===== config.mk =====
export PLATFORM = sky130hd
export DESIGN_NAME = lhie_irq_core
export DESIGN_NICKNAME = d
export VERILOG_FILES = /design/src/common/lhie_pkg.sv /design/src/core/lhie_irq_core.sv /design/src/core/lhie_mask_reg.sv
export SDC_FILE = /design/constraint.sdc
export NUM_CORES = 1
export LEC_CHECK = 0
export BUFFER_PORTS_ARGS = -buffer_cell sky130_fd_sc_hd__buf_2
export CAP_MARGIN = 10
export CORE_MARGIN = 5
export CORE_UTILIZATION = 54
export CTS_CLUSTER_SIZE = 24
export DETAILED_ROUTE_END_ITERATION = 16
export PLACE_DENSITY = 0.83
export SLEW_MARGIN = 20
export SYNTH_ARGS = -nofsm -noshare
export SYNTH_HDL_FRONTEND = slang
export SYNTH_SLANG_ARGS = --single-unit

===== constraint.sdc =====
create_clock -name CLK_I -period 2.1 [get_ports CLK_I]
set_input_delay 0.21 -clock CLK_I [delete_from_list [all_inputs] [get_ports CLK_I]]
set_output_delay 0.21 -clock CLK_I [all_outputs]
set_load 0.005 [all_outputs]

===== src/common/lhie_pkg.sv =====
/*
  Shared constants and carrier types for the link host interrupt event block:
  register offsets, bit positions, implemented-bit masks and reset values.
  Assumes an Avalon-MM slave with byte addresses and 32-bit data.
*/
package lhie_pkg;

  // Bus geometry
  localparam int ADDR_W      = 8;
  localparam int DATA_W      = 32;
  localparam int BE_W        = 4;
  localparam int CTX_W       = 8;
  localparam int FAIL_OFS_W  = 48;
  localparam int SRC_ID_W    = 16;

  // Register byte offsets
  localparam logic [ADDR_W-1:0] OFS_EVENT_SET = 8'h80;
  localparam logic [ADDR_W-1:0] OFS_EVENT_CLR = 8'h84;
  localparam logic [ADDR_W-1:0] OFS_MASK_SET  = 8'h88;
  localparam logic [ADDR_W-1:0] OFS_MASK_CLR  = 8'h8c;
  localparam logic [ADDR_W-1:0] OFS_LINK_CTRL = 8'he0;
  localparam logic [ADDR_W-1:0] OFS_FAIL_LO   = 8'h38;
  localparam logic [ADDR_W-1:0] OFS_FAIL_HI   = 8'h3c;

  // Event bit positions
  localparam int BIT_REQUEST_SEND   = 0;
  localparam int BIT_REPLY_SEND     = 1;
  localparam int BIT_REQUEST_DESC   = 2;
  localparam int BIT_REPLY_DESC     = 3;
  localparam int BIT_REQUEST_PKT    = 4;
  localparam int BIT_REPLY_PKT      = 5;
  localparam int BIT_ISO_TX_SUM     = 6;
  localparam int BIT_ISO_RX_SUM     = 7;
  localparam int BIT_STORE_FAIL     = 8;
  localparam int BIT_LOCK_FAIL      = 9;
  localparam int BIT_ID_DONE        = 16;
  localparam int BIT_BUS_REINIT     = 17;
  localparam int BIT_GLOBAL_EN      = 31;
  localparam int BIT_ACCEPT_ID      = 9;

  // Latched event bits, implemented enable bits, reset values
  localparam logic [DATA_W-1:0] LATCHED_BITS    = 32'h0003_033f;
  localparam logic [DATA_W-1:0] MASK_IMPL       = 32'h8003_03ff;
  localparam logic [DATA_W-1:0] EVENT_RESET     = 32'h0000_0000;
  localparam logic [DATA_W-1:0] MASK_RESET      = 32'h0000_0000;
  localparam logic [DATA_W-1:0] READ_DEFAULT    = 32'h0000_0000;
  localparam logic [FAIL_OFS_W-1:0] FAIL_OFS_RESET = 48'h0000_0000_0000;
  localparam logic [SRC_ID_W-1:0]   SRC_ID_RESET   = 16'h0000;

  // One-cycle event pulses from the DMA contexts and the link
  typedef struct packed {
    logic lock_reply_failure;
    logic deferred_store_failure;
    logic reply_packet_done;
    logic request_packet_done;
    logic reply_receive_descriptor_done;
    logic request_receive_descriptor_done;
    logic reply_send_done;
    logic request_send_done;
    logic bus_reinit_event;
    logic node_identity_phase_done;
  } lhie_src_t;

  // Location of a failed deferred store
  typedef struct packed {
    logic [FAIL_OFS_W-1:0] offset;
    logic [SRC_ID_W-1:0]   source_id;
  } lhie_fail_t;

  // Isochronous context events and enables
  typedef struct packed {
    logic [CTX_W-1:0] events;
    logic [CTX_W-1:0] enables;
  } lhie_iso_t;

endpackage


===== src/core/lhie_irq_core.sv =====
/*
  Interrupt event and enable logic of a serial-bus link host controller:
  latched event bits, isochronous summaries, failed store location,
  enable register and one level interrupt. Avalon-MM slave with waitrequest.
  Assumes event inputs are one-cycle pulses synchronous to CLK_I and already
  qualified by each descriptor's interrupt condition.
*/
// Behaviour
// - Lock reply failure after exhausted retries sets event bit 9
// - Deferred store bus error sets bit 8 and records offset and source ID
// - Bit 7 is unlatched OR of receive context events AND enables
// - Bit 6 is unlatched OR of transmit context events AND enables
// - Each packet into reply receive buffer sets bit 5
// - Each packet into request receive buffer sets bit 4
// - Reply receive descriptor completion conditionally sets bit 3
// - Request receive descriptor completion conditionally sets bit 2
// - Reply send last-output completion conditionally sets bit 1
// - Request send last-output completion conditionally sets bit 0
// - Bus reinit setting bit 17 clears identity phase bit 16 same cycle
// - Software clear of bit 17 ignored during identity phase
// - Enable register mirrors events plus global enable at bit 31
// - Write one at set address sets, at clear address clears enable
// - Global enable zero blocks the interrupt entirely
// - Reading event-clear address returns events AND enables, any global enable
// - Reset clears global enable; other enable bits unspecified (reset here clears all enable bits)
// - Identity phase end sets bit 16 only when accept bit set
// - Link reporting bus reset sets bit 17
`timescale 1ns/1ps
module lhie_irq_core (
  input  wire logic                          CLK_I,              // System clock
  input  wire logic                          NRST_I,             // Async reset, low
  input  wire logic [lhie_pkg::ADDR_W-1:0]   AVS_ADDRESS_I,      // Byte address
  input  wire logic                          AVS_READ_I,         // Read request
  input  wire logic                          AVS_WRITE_I,        // Write request
  input  wire logic [lhie_pkg::DATA_W-1:0]   AVS_WRITEDATA_I,    // Write data
  input  wire logic [lhie_pkg::BE_W-1:0]     AVS_BYTEENABLE_I,   // Byte lanes
  output logic      [lhie_pkg::DATA_W-1:0]   AVS_READDATA_O,     // Read data
  output logic                               AVS_WAITREQUEST_O,  // Stall
  input  wire lhie_pkg::lhie_src_t           EVENT_I,            // Event pulses
  input  wire lhie_pkg::lhie_fail_t          FAIL_INFO_I,        // Failed store data
  input  wire lhie_pkg::lhie_iso_t           ISO_RX_I,           // Receive contexts
  input  wire lhie_pkg::lhie_iso_t           ISO_TX_I,           // Transmit contexts
  input  wire logic                          SELF_ID_PHASE_I,    // Identity phase on
  output logic                               IRQ_O,              // Interrupt level
  output logic                               ACCEPT_ID_O         // Accept identity bit
);

  localparam int DW = lhie_pkg::DATA_W;

  logic [DW-1:0]                   irq_event_bits;
  logic [DW-1:0]                   next_events;
  logic [DW-1:0]                   event_view;
  logic [DW-1:0]                   irq_enable_bits;
  logic [DW-1:0]                   next_rdata;
  logic [DW-1:0]                   wdata_be;
  logic [DW-1:0]                   hw_set;
  logic [DW-1:0]                   sw_set;
  logic [DW-1:0]                   sw_clr;
  logic [DW-1:0]                   mask_set;
  logic [DW-1:0]                   mask_clr;
  logic                            wr_fire;
  logic                            rd_take;
  logic                            iso_receive_summary;
  logic                            iso_transmit_summary;
  logic                            accept_identity_packets;
  logic [lhie_pkg::FAIL_OFS_W-1:0] failed_store_location;
  logic [lhie_pkg::SRC_ID_W-1:0]   failed_store_source;

  // Address match against one register offset
  function automatic logic addr_hit(input logic [lhie_pkg::ADDR_W-1:0] addr,
                                    input logic [lhie_pkg::ADDR_W-1:0] ofs);
    addr_hit = (addr == ofs);
  endfunction

  // Expand byte enables into a bit mask
  function automatic logic [DW-1:0] lane_mask(input logic [lhie_pkg::BE_W-1:0] be);
    logic [DW-1:0] m;
    m = '0;
    for (int i = 0; i < lhie_pkg::BE_W; i++) begin
      m[i*8 +: 8] = {8{be[i]}};
    end
    lane_mask = m;
  endfunction

  // Bus handshake: a write lands at the edge that sees waitrequest low
  assign wr_fire  = AVS_WRITE_I && !AVS_WAITREQUEST_O;
  assign rd_take  = AVS_READ_I && AVS_WAITREQUEST_O;
  assign wdata_be = AVS_WRITEDATA_I & lane_mask(AVS_BYTEENABLE_I);

  // Unlatched isochronous summaries
  assign iso_receive_summary  = |(ISO_RX_I.events & ISO_RX_I.enables);
  assign iso_transmit_summary = |(ISO_TX_I.events & ISO_TX_I.enables);

  // Full event view as software sees it
  always_comb begin
    event_view = irq_event_bits & lhie_pkg::LATCHED_BITS;
    event_view[lhie_pkg::BIT_ISO_RX_SUM] = iso_receive_summary;
    event_view[lhie_pkg::BIT_ISO_TX_SUM] = iso_transmit_summary;
  end

  // Hardware event sets
  always_comb begin
    hw_set = '0;
    hw_set[lhie_pkg::BIT_LOCK_FAIL]    = EVENT_I.lock_reply_failure;
    hw_set[lhie_pkg::BIT_STORE_FAIL]   = EVENT_I.deferred_store_failure;
    hw_set[lhie_pkg::BIT_REPLY_PKT]    = EVENT_I.reply_packet_done;
    hw_set[lhie_pkg::BIT_REQUEST_PKT]  = EVENT_I.request_packet_done;
    hw_set[lhie_pkg::BIT_REPLY_DESC]   = EVENT_I.reply_receive_descriptor_done;
    hw_set[lhie_pkg::BIT_REQUEST_DESC] = EVENT_I.request_receive_descriptor_done;
    hw_set[lhie_pkg::BIT_REPLY_SEND]   = EVENT_I.reply_send_done;
    hw_set[lhie_pkg::BIT_REQUEST_SEND] = EVENT_I.request_send_done;
    hw_set[lhie_pkg::BIT_BUS_REINIT]   = EVENT_I.bus_reinit_event;
    hw_set[lhie_pkg::BIT_ID_DONE]      = EVENT_I.node_identity_phase_done
                                         && accept_identity_packets;
  end

  // Software set and clear of latched events
  always_comb begin
    sw_set = '0;
    sw_clr = '0;
    if (wr_fire && addr_hit(AVS_ADDRESS_I, lhie_pkg::OFS_EVENT_SET)) begin
      sw_set = wdata_be & lhie_pkg::LATCHED_BITS;
    end else if (wr_fire && addr_hit(AVS_ADDRESS_I, lhie_pkg::OFS_EVENT_CLR)) begin
      sw_clr = wdata_be & lhie_pkg::LATCHED_BITS;
    end
    if (SELF_ID_PHASE_I) begin
      sw_clr[lhie_pkg::BIT_BUS_REINIT] = 1'b0;
    end
  end

  // Next events: sets win over clears, bus reinit kills identity done
  always_comb begin
    next_events = ((irq_event_bits & ~sw_clr) | sw_set | hw_set) & lhie_pkg::LATCHED_BITS;
    if (EVENT_I.bus_reinit_event) begin
      next_events[lhie_pkg::BIT_ID_DONE] = 1'b0;
    end
  end

  // Latched event register
  always_ff @(posedge CLK_I or negedge NRST_I) begin
    if (!NRST_I) begin
      irq_event_bits <= lhie_pkg::EVENT_RESET;
    end else begin
      irq_event_bits <= next_events;
    end
  end

  // Failed store location capture
  always_ff @(posedge CLK_I or negedge NRST_I) begin
    if (!NRST_I) begin
      failed_store_location <= lhie_pkg::FAIL_OFS_RESET;
      failed_store_source   <= lhie_pkg::SRC_ID_RESET;
    end else if (EVENT_I.deferred_store_failure) begin
      failed_store_location <= FAIL_INFO_I.offset;
      failed_store_source   <= FAIL_INFO_I.source_id;
    end
  end

  // Enable register strobes
  always_comb begin
    mask_set = '0;
    mask_clr = '0;
    if (wr_fire && addr_hit(AVS_ADDRESS_I, lhie_pkg::OFS_MASK_SET)) begin
      mask_set = wdata_be;
    end else if (wr_fire && addr_hit(AVS_ADDRESS_I, lhie_pkg::OFS_MASK_CLR)) begin
      mask_clr = wdata_be;
    end
  end

  lhie_mask_reg u_mask (
    .clk_i  (CLK_I),
    .nrst_i (NRST_I),
    .set_i  (mask_set),
    .clr_i  (mask_clr),
    .mask_o (irq_enable_bits)
  );

  // Link control: accept identity packets bit
  always_ff @(posedge CLK_I or negedge NRST_I) begin
    if (!NRST_I) begin
      accept_identity_packets <= 1'b0;
    end else if (wr_fire && addr_hit(AVS_ADDRESS_I, lhie_pkg::OFS_LINK_CTRL)
                 && AVS_BYTEENABLE_I[lhie_pkg::BIT_ACCEPT_ID/8]) begin
      accept_identity_packets <= AVS_WRITEDATA_I[lhie_pkg::BIT_ACCEPT_ID];
    end
  end

  always_ff @(posedge CLK_I or negedge NRST_I) begin
    if (!NRST_I) begin
      ACCEPT_ID_O <= 1'b0;
    end else begin
      ACCEPT_ID_O <= accept_identity_packets;
    end
  end

  // Interrupt level, gated by the global enable
  always_ff @(posedge CLK_I or negedge NRST_I) begin
    if (!NRST_I) begin
      IRQ_O <= 1'b0;
    end else begin
      IRQ_O <= irq_enable_bits[lhie_pkg::BIT_GLOBAL_EN]
               && |(event_view[DW-2:0] & irq_enable_bits[DW-2:0]);
    end
  end

  // Read multiplexer
  always_comb begin
    next_rdata = lhie_pkg::READ_DEFAULT;
    if (addr_hit(AVS_ADDRESS_I, lhie_pkg::OFS_EVENT_SET)) begin
      next_rdata = event_view;
    end else if (addr_hit(AVS_ADDRESS_I, lhie_pkg::OFS_EVENT_CLR)) begin
      next_rdata = event_view & {1'b0, irq_enable_bits[DW-2:0]};
    end else if (addr_hit(AVS_ADDRESS_I, lhie_pkg::OFS_MASK_SET)
                 || addr_hit(AVS_ADDRESS_I, lhie_pkg::OFS_MASK_CLR)) begin
      next_rdata = irq_enable_bits;
    end else if (addr_hit(AVS_ADDRESS_I, lhie_pkg::OFS_LINK_CTRL)) begin
      next_rdata[lhie_pkg::BIT_ACCEPT_ID] = accept_identity_packets;
    end else if (addr_hit(AVS_ADDRESS_I, lhie_pkg::OFS_FAIL_LO)) begin
      next_rdata = failed_store_location[DW-1:0];
    end else if (addr_hit(AVS_ADDRESS_I, lhie_pkg::OFS_FAIL_HI)) begin
      next_rdata = {failed_store_source, failed_store_location[lhie_pkg::FAIL_OFS_W-1:DW]};
    end
  end

  // Read data captured on the first request edge, held for the answer
  always_ff @(posedge CLK_I or negedge NRST_I) begin
    if (!NRST_I) begin
      AVS_READDATA_O <= lhie_pkg::READ_DEFAULT;
    end else if (rd_take) begin
      AVS_READDATA_O <= next_rdata;
    end
  end

  // One wait cycle per request, then release
  always_ff @(posedge CLK_I or negedge NRST_I) begin
    if (!NRST_I) begin
      AVS_WAITREQUEST_O <= 1'b1;
    end else begin
      AVS_WAITREQUEST_O <= !((AVS_READ_I || AVS_WRITE_I) && AVS_WAITREQUEST_O);
    end
  end

  // Checks next to the logic
  a_lock_fail_set: assert property (@(posedge CLK_I) disable iff (!NRST_I)
    EVENT_I.lock_reply_failure |=> irq_event_bits[lhie_pkg::BIT_LOCK_FAIL])
    else $error("lock reply failure not latched");
  a_store_fail_log: assert property (@(posedge CLK_I) disable iff (!NRST_I)
    EVENT_I.deferred_store_failure |=> irq_event_bits[lhie_pkg::BIT_STORE_FAIL]
      && failed_store_location == $past(FAIL_INFO_I.offset)
      && failed_store_source == $past(FAIL_INFO_I.source_id))
    else $error("store failure not latched or logged");
  a_iso_rx_read: assert property (@(posedge CLK_I) disable iff (!NRST_I)
    (rd_take && addr_hit(AVS_ADDRESS_I, lhie_pkg::OFS_EVENT_SET))
      |=> AVS_READDATA_O[lhie_pkg::BIT_ISO_RX_SUM]
          == |($past(ISO_RX_I.events) & $past(ISO_RX_I.enables)))
    else $error("receive summary wrong");
  a_iso_tx_read: assert property (@(posedge CLK_I) disable iff (!NRST_I)
    (rd_take && addr_hit(AVS_ADDRESS_I, lhie_pkg::OFS_EVENT_SET))
      |=> AVS_READDATA_O[lhie_pkg::BIT_ISO_TX_SUM]
          == |($past(ISO_TX_I.events) & $past(ISO_TX_I.enables)))
    else $error("transmit summary wrong");
  a_reply_pkt_set: assert property (@(posedge CLK_I) disable iff (!NRST_I)
    EVENT_I.reply_packet_done |=> irq_event_bits[lhie_pkg::BIT_REPLY_PKT])
    else $error("reply packet event lost");
  a_request_pkt_set: assert property (@(posedge CLK_I) disable iff (!NRST_I)
    EVENT_I.request_packet_done |=> irq_event_bits[lhie_pkg::BIT_REQUEST_PKT])
    else $error("request packet event lost");
  a_reply_desc_set: assert property (@(posedge CLK_I) disable iff (!NRST_I)
    EVENT_I.reply_receive_descriptor_done |=> irq_event_bits[lhie_pkg::BIT_REPLY_DESC])
    else $error("reply descriptor event lost");
  a_request_desc_set: assert property (@(posedge CLK_I) disable iff (!NRST_I)
    EVENT_I.request_receive_descriptor_done
      |=> irq_event_bits[lhie_pkg::BIT_REQUEST_DESC])
    else $error("request descriptor event lost");
  a_reply_send_set: assert property (@(posedge CLK_I) disable iff (!NRST_I)
    EVENT_I.reply_send_done |=> irq_event_bits[lhie_pkg::BIT_REPLY_SEND])
    else $error("reply send event lost");
  a_request_send_set: assert property (@(posedge CLK_I) disable iff (!NRST_I)
    EVENT_I.request_send_done |=> irq_event_bits[lhie_pkg::BIT_REQUEST_SEND])
    else $error("request send event lost");
  a_reinit_kills_id: assert property (@(posedge CLK_I) disable iff (!NRST_I)
    EVENT_I.bus_reinit_event |=> irq_event_bits[lhie_pkg::BIT_BUS_REINIT]
      && !irq_event_bits[lhie_pkg::BIT_ID_DONE])
    else $error("bus reinit did not clear identity done");
  a_reinit_clear_lock: assert property (@(posedge CLK_I) disable iff (!NRST_I)
    (SELF_ID_PHASE_I && irq_event_bits[lhie_pkg::BIT_BUS_REINIT] && wr_fire
     && addr_hit(AVS_ADDRESS_I, lhie_pkg::OFS_EVENT_CLR))
      |=> irq_event_bits[lhie_pkg::BIT_BUS_REINIT])
    else $error("bus reinit cleared during identity phase");
  a_global_gate: assert property (@(posedge CLK_I) disable iff (!NRST_I)
    !irq_enable_bits[lhie_pkg::BIT_GLOBAL_EN] |=> !IRQ_O)
    else $error("interrupt with global enable off");
  a_clear_read_mask: assert property (@(posedge CLK_I) disable iff (!NRST_I)
    (rd_take && addr_hit(AVS_ADDRESS_I, lhie_pkg::OFS_EVENT_CLR))
      |=> AVS_READDATA_O == ($past(event_view) & $past(irq_enable_bits)
                             & {1'b0, {(DW-1){1'b1}}}))
    else $error("event clear read not masked");
  a_id_needs_accept: assert property (@(posedge CLK_I) disable iff (!NRST_I)
    (EVENT_I.node_identity_phase_done && !accept_identity_packets
     && !irq_event_bits[lhie_pkg::BIT_ID_DONE] && !wr_fire)
      |=> !irq_event_bits[lhie_pkg::BIT_ID_DONE])
    else $error("identity done set without accept");
  a_irq_level: assert property (@(posedge CLK_I) disable iff (!NRST_I)
    (irq_enable_bits[lhie_pkg::BIT_GLOBAL_EN]
     && |(event_view[DW-2:0] & irq_enable_bits[DW-2:0])) |=> IRQ_O)
    else $error("enabled event raised no interrupt");

  c_irq_raised:   cover property (@(posedge CLK_I) disable iff (!NRST_I) $rose(IRQ_O));
  c_reinit_in_id: cover property (@(posedge CLK_I) disable iff (!NRST_I)
    EVENT_I.bus_reinit_event && irq_event_bits[lhie_pkg::BIT_ID_DONE]);
  c_clear_read:   cover property (@(posedge CLK_I) disable iff (!NRST_I)
    rd_take && addr_hit(AVS_ADDRESS_I, lhie_pkg::OFS_EVENT_CLR));
  c_store_fail:   cover property (@(posedge CLK_I) disable iff (!NRST_I)
    EVENT_I.deferred_store_failure);

endmodule // lhie_irq_core


===== src/core/lhie_mask_reg.sv =====
/*
  Interrupt enable register with separate set and clear strobes.
  Assumes the strobes are already gated by a completed bus write and byte lanes.
*/
`timescale 1ns/1ps
module lhie_mask_reg (
  input  wire logic                        clk_i,   // System clock
  input  wire logic                        nrst_i,  // Async reset, active low
  input  wire logic [lhie_pkg::DATA_W-1:0] set_i,   // Bits to set
  input  wire logic [lhie_pkg::DATA_W-1:0] clr_i,   // Bits to clear
  output logic      [lhie_pkg::DATA_W-1:0] mask_o   // Enable bits
);

  logic [lhie_pkg::DATA_W-1:0] next_mask;

  // Write-one-to-set and write-one-to-clear on implemented bits
  always_comb begin
    next_mask = ((mask_o | set_i) & ~clr_i) & lhie_pkg::MASK_IMPL;
  end

  // Global enable comes up cleared
  always_ff @(posedge clk_i or negedge nrst_i) begin
    if (!nrst_i) begin
      mask_o <= lhie_pkg::MASK_RESET;
    end else begin
      mask_o <= next_mask;
    end
  end

  a_mask_set_bits: assert property (@(posedge clk_i) disable iff (!nrst_i)
    (set_i != '0) |=> ((mask_o & $past(set_i & lhie_pkg::MASK_IMPL))
                      == $past(set_i & lhie_pkg::MASK_IMPL)))
    else $error("mask set did not take");
  a_mask_clr_bits: assert property (@(posedge clk_i) disable iff (!nrst_i)
    (clr_i != '0) |=> ((mask_o & $past(clr_i)) == '0))
    else $error("mask clear did not take");
  a_master_reset: assert property (@(posedge clk_i) disable iff (!nrst_i)
    $rose(nrst_i) |-> !mask_o[lhie_pkg::BIT_GLOBAL_EN])
    else $error("global enable set after reset");

endmodule // lhie_mask_reg


==> results of run 1 <==
-- critical path, delay by kind of cell, from the launching register on --
kind	cells	cell delay [ns]
AOI/OAI and AO/OA	1	0.17
buffers and inverters	2	0.75
DFF	1	0.56
and+or+nand+nor	3	0.34
-- cells by family (layout without fill, tap and decap cells) --
logic type	after synthesis	after routing	share of synthesized area
compound gates	131	131	0.164
buf+inv	29	316	0.0253
flops	123	123	0.546
mux	97	97	0.190
simple gates	79	79	0.0748
-- cell usage after synthesis, types with 6 or more instances --
master and count:
buf_2 6, a31oi_1 8, o31ai_2 6, a221oi_1 12
o31ai_1 25, mux2i_1 19, nand2_1 46, dfrtp_1 122
o21ai_0 35, a22oi_1 21, a21oi_1 10, mux2_2 78
clkbuf_1 15
-- layout make-up --
| cell class | count | area share |
|---|---|---|
| Clock buffer | 25 | 0.0598 |
| Clock inverter | 6 | 0.0160 |
| Inverter | 2 | 0.000908 |
| Multi-Input combinational cell | 307 | 0.292 |
| Sequential cell | 123 | 0.372 |
| Tap cell | 136 | 0.0206 |
| Timing Repair Buffer | 283 | 0.238 |
-- power by group --
| part | internal [W] | total (W) | switching [W] |
|---|---|---|---|
| Clock | 0.00208 | 0.00307 | 0.000987 |
| Combinational | 0.000432 | 0.000777 | 0.000345 |
| Sequential | 0.00251 | 0.00260 | 0.0000840 |
-- through the flow --
step / setup slack (ns) / hold slack [ns] / instances / area, µm² / power, W
2_1_floorplan: 0.450 / -0.0856 / 459 / 5640 / 0.00293
3_3_place_gp: 0.160 / 0.248 / 759 / 6720 / 0.00321
3_5_place_dp: 0.0809 / 0.256 / 759 / 6720 / 0.00324
4_1_cts: 0.0985 / 0.00225 / 882 / 8270 / 0.00643
5_1_grt: 0.0852 / 0.00616 / 882 / 8270 / 0.00667
6_report: 0.157 / 0.0247 / 882 / 8270 / 0.00644
-- registers in the layout (all words and copies together) (netlist names), 10 cells and up --
register               flops
AVS_READDATA_O            32
failed_store_location     48
failed_store_source       16
irq_event_bits            10
u_mask.mask_o             13
-- worst paths after layout --
path	from	endpoint	slack [ns]	cells after the start
setup / recovery	AVS_WAITREQUEST_O$_DFF_PN1_	irq_event_bits[1]$_DFF_PN0_	0.16	6
hold / removal	AVS_WRITEDATA_I[7]	u_mask.mask_o[7]$_DFF_PN0_	0.02	3
setup reg to reg	AVS_WAITREQUEST_O$_DFF_PN1_	irq_event_bits[1]$_DFF_PN0_	0.16	6
hold reg to reg	AVS_READDATA_O[15]$_DFFE_PN0P_	AVS_READDATA_O[15]$_DFFE_PN0P_	0.48	2
max in group asynchronous	NRST_I	AVS_READDATA_O[21]$_DFFE_PN0P_	1.12	3
min in group asynchronous	NRST_I	u_mask.mask_o[3]$_DFF_PN0_	0.25	2
-- routing by layer --
metal  vias to the layer above  wire (µm)  track usage
met1                      2483       6280        0.321
li1                       2289          -            -
met2                       268       9110        0.495
met4                         0        553        0.120
met3                        48       1550       0.0906
met5                         -          0            0
-- repair_timing --
item / in CTS / in global routing
resized for setup: 0 / 1
setup endpoints to repair: 0 / 3
hold endpoints to repair: 122 / 0
hold buffers: 92 / 0
==> impl_metrics.toml, run 1 <==
[logic_synthesis]
ys_types = 50
syn_area_mm2 = 0.00564
synth_top_area_share = 0.542
ys_seq_area_frac = 0.546
synth_top_cell_by_area = "dfrtp_1"
async_flop_share = 1.00
synth-edff-count = 0
syn_nets = 614
synth_ff_type = "dfrtp_1"
synth_area_leaders = "dfrtp_1, mux2_2, mux2i_1"
yosys_register_bits = 123
synth_cells = 459
syn_area_per_cell_um2 = 12.3
yosysWarnings = 0

[routing]
antenna_left = 0
drt-wirelength-per-cell_um = 19.8
routed_via_density = 5.77
drtPass1Iterations = 5
dr_total_vias = 5088
routed_wl_mm = 17.5
drc = 0
drt_iter0_markers = 216

[sta]
period_minus_slack_ns = 1.94
hold_violations = 0
rsz0062_at_grt = "no"
max_freq_mhz = 515
skew_ns = 0.00583
worst_slew_pin_slew_ns = 0.592
min_period_over_period = 0.925
setup_violations = 0
maxSlewViolCount = 0
slew_headroom = 0.606
setup-tns-final_ns = 0

[worst_setup_path]
crit_path_end_kind = "register"
worstPathCellList = "nand2b_2 -> nor3_4 -> buf_4 -> a31oi_1 -> dlygate4sd3_1 -> nand2_1"
worstPathRequired_ns = 2.49
critical_path_class = "reg2reg"
crit_path_max_incr_delay_ns = 0.57
cp_max_fo = 6
worst_setup_path_start_kind = "register"
critPathSlowestCell = "dlygate4sd3_1"
crit_arrival_ns = 2.34

[cells_and_area]
multi_input_area_mm2 = 0.00242
final_util = 0.808
seqCellArea_mm2 = 0.00308
nets = 889
final_cell_mix = "buf_2, dfrtp_1, dlygate4sd3_1, mux2_2, nand2_1"
antennaDiodeCount = 0
layout_commonest_cell = "buf_2"
fill_cells = 586
drive_gt1_frac = 0.420
area_growth_pct = 46.7

[floorplan]
io_pins = 190
die_w_um = 112
die_h_um = 112
start_util = 0.551
die_area_mm2 = 0.0126
row_count = 37
core-area_mm2 = 0.0102

[cts]
cts_buffer_depth = 2
cts_root_buffer = "clkbuf_8"
worstSkewPairLatency_ns = 0.51
htreeDepth = 4
clock_sinks = 123
post_cts_buffers = 0
cts_made_buffers = 17
cts_tree = "built"
clk_transition_reported_paths_ns = 0.06

[placed_design]
portBuffers = 170
post-dp-hpwl_mm = 10.6
place.gp.congestion = 0.891

[outcome]
status = "complete, no violations"

[power]
leakage_nw = 3.83
power.density_mw_per_mm2 = 779
ir_worst_vdd_mv = 0.570

[grt]
grt_pass1_vias = 5618
track_usage = 0.284
antenna_found_initial = 0
grt_pass1_wl_mm = 28.3
grt_max_degree = 66
grt-ovfl-total = 0

[run]
cap_violations = 0

[hold_path]
min_path_type = "in2reg"
Note: power is estimated with default switching activity, not from simulation.
==> run 2, diff against run 1 <==
- ABC_AREA: not set -> 1
- CORE_UTILIZATION: 54 -> 55
- PLACE_DENSITY: 0.83 -> 0.84
==> impl_metrics.toml, run 2 <==
[outcome]
status = "complete, no violations"

[cts]
htreeDepth = 4
clock_sinks = 123
worstSkewPairLatency_ns = 0.51
cts_tree = "built"
cts_buffer_depth = 2
cts_made_buffers = 17
post_cts_buffers = 0
clk_transition_reported_paths_ns = 0.06
cts_root_buffer = "clkbuf_8"

[logic_synthesis]
synth_top_cell_by_area = "dfrtp_1"
synth_area_leaders = "dfrtp_1, nand2_1, o21ai_0"
yosysWarnings = 0
synthTopCellsByCount = "nand2_1, dfrtp_1, o21ai_0"
ys_seq_area_frac = 0.531
async_flop_share = 1.00
syn_area_mm2 = 0.00579
synth-edff-count = 0
synth_ff_type = "dfrtp_1"
syn_area_per_cell_um2 = 8.51
synth_top_area_share = 0.527
synthMostInstantiatedCell = "nand2_1"
ys_types = 30
syn_nets = 836
yosys_register_bits = 123
synth_cells = 681

[hold_path]
min_from = "AVS_WRITEDATA_I[9]"
min_path_type = "in2reg"

[sta]
skew_ns = 0.00868
worst_slew_pin_slew_ns = 0.649
max_freq_mhz = 544
min_period_over_period = 0.876
slew_headroom = 0.567
setup_violations = 0
maxSlewViolCount = 0
rsz0062_at_grt = "no"
hold_violations = 0
setup-tns-final_ns = 0
period_minus_slack_ns = 1.84

[floorplan]
start_util = 0.561
row_count = 37
die_w_um = 113
core-area_mm2 = 0.0103
die_h_um = 113
io_pins = 190
die_area_mm2 = 0.0127

[power]
power_w = 0.00647
leakage_nw = 4.21
power.density_mw_per_mm2 = 776
ir_worst_vdd_mv = 0.522

[worst_setup_path]
worstPathRequired_ns = 2.49
crit_path_end_kind = "register"
worstSetupStartpoint = "AVS_WAITREQUEST_O$_DFF_PN1_"
crit_arrival_ns = 2.23
r2r_start = "AVS_WAITREQUEST_O$_DFF_PN1_"
critical_path_class = "reg2reg"
cp_max_fo = 9
critPathSlowestCell = "dlygate4sd3_1"
crit_path_max_incr_delay_ns = 0.58
worstPathCellList = "nor2_4 -> nand2_1 -> o21ai_0 -> nand3b_1 -> dlygate4sd3_1"
worst_setup_path_start_kind = "register"

[grt]
grt-ovfl-total = 0
grt_pass1_wl_mm = 29.7
grt_max_degree = 124
grt_pass1_vias = 6226
track_usage = 0.289
antenna_found_initial = 1

[cells_and_area]
largestRegisters = "failed_store_location (48), AVS_READDATA_O (32), failed_store_source (16)"
largest_reg_flops = 48
nets = 1096
final_cell_mix = "nand2_1, buf_2, dfrtp_1, dlygate4sd3_1, o21ai_0"
fin_area_mm2 = 0.00833
largest_register = "failed_store_location"
drive_gt1_frac = 0.269
layout_commonest_cell = "nand2_1"
final_util = 0.807
layout.cells.non_filler = 1091
area_growth_pct = 43.7

[routing]
drtPass1Iterations = 5
drc = 0
drt_iter0_markers = 541
antenna_left = 0
drt-wirelength-per-cell_um = 16.2
dr_total_vias = 5767
routed_via_density = 5.29
routed_wl_mm = 17.7

[placed_design]
post-dp-hpwl_mm = 10.2
place.gp.congestion = 0.823
portBuffers = 170
dp.cells = 968
placed_cell_area_mm2 = 0.00676

[run]
cap_violations = 0
-- run 2: changes by cell type in the layout (fill, tap and decap cells not counted), moves of 13 or more --
cell and delta:
o22ai_1 +14, inv_1 +54, nand2_1 +194, a22oi_1 -21, o21ai_0 +39, buf_4 -13, mux2_2 -53, o31ai_1 -25
nand3_1 +20, mux2i_1 -19, nor2_1 +22
-- run 2: layout make-up --
class	count	area, µm²
Antenna cell	1	2.50
Clock buffer	20	455
Clock inverter	12	210
Inverter	61	229
Timing Repair Buffer	268	1850
Sequential cell	123	3080
Tap cell	136	170
Fill cell	632	1990
Multi-Input combinational cell	470	2330
-- run 2: kinds of logic (layout without fill, tap and decap cells) --
family | Yosys count | in the layout | synth area share
compound gates | 121 | 121 | 0.116
buf+inv | 88 | 361 | 0.0663
flops | 123 | 123 | 0.531
simple gates | 324 | 324 | 0.238
other cells | 0 | 1 | 0
mux | 25 | 25 | 0.0486
-- run 2: worst paths after layout --
path                            cells after the start                              to  slack [ns]
worst min-delay path                                3      u_mask.mask_o[9]$_DFF_PN0_        0.02
worst max register to register                      5     irq_event_bits[3]$_DFF_PN0_        0.26
worst min register to register                      2   AVS_READDATA_O[7]$_DFFE_PN0P_        0.47
min in group asynchronous                           3  AVS_READDATA_O[12]$_DFFE_PN0P_        0.33
max in group asynchronous                           3  AVS_READDATA_O[16]$_DFFE_PN0P_        1.27
worst max-delay path                                5     irq_event_bits[3]$_DFF_PN0_        0.26
-- run 2: timing repair --
item | CTS | global route
hold buffers | 90 | 0
endpoints found under the hold margin | 203 | 0
resized for setup | 0 | 0
-- run 2: layer usage --
layer / track usage / share of wire / up-vias
li1: - / - / 2734
met1: 0.340 / 0.38 / 2715
met2: 0.516 / 0.52 / 274
met3: 0.0701 / 0.073 / 44
met4: 0.0994 / 0.024 / 0
met5: 0 / 0 / -
-- run 2: per-stage QoR --
step	worst slack (ns)	hold slack, ns
floorplan	0.810	-0.0856
global placement	0.492	0.364
detailed placement	0.439	0.367
CTS	0.378	0.00151
global route	0.132	0.0197
finish	0.260	0.0207
-- run 2: where the power goes --
group	leakage, nW	total (W)	internal (W)	switching, W
registers	1.54	0.00256	0.00250	0.0000594
clock network	0.322	0.00323	0.00216	0.00108
logic	2.35	0.000672	0.000325	0.000347
total	4.21	0.00647	0.00498	0.00148
-- run 2: critical path, delay by kind of cell, from the launching register on --
kind                   cells  cell delay [ns]
buffers and inverters      1             0.58
and+or+nand+nor            3             0.50
AOI/OAI and AO/OA          1             0.26
DFF                        1             0.39
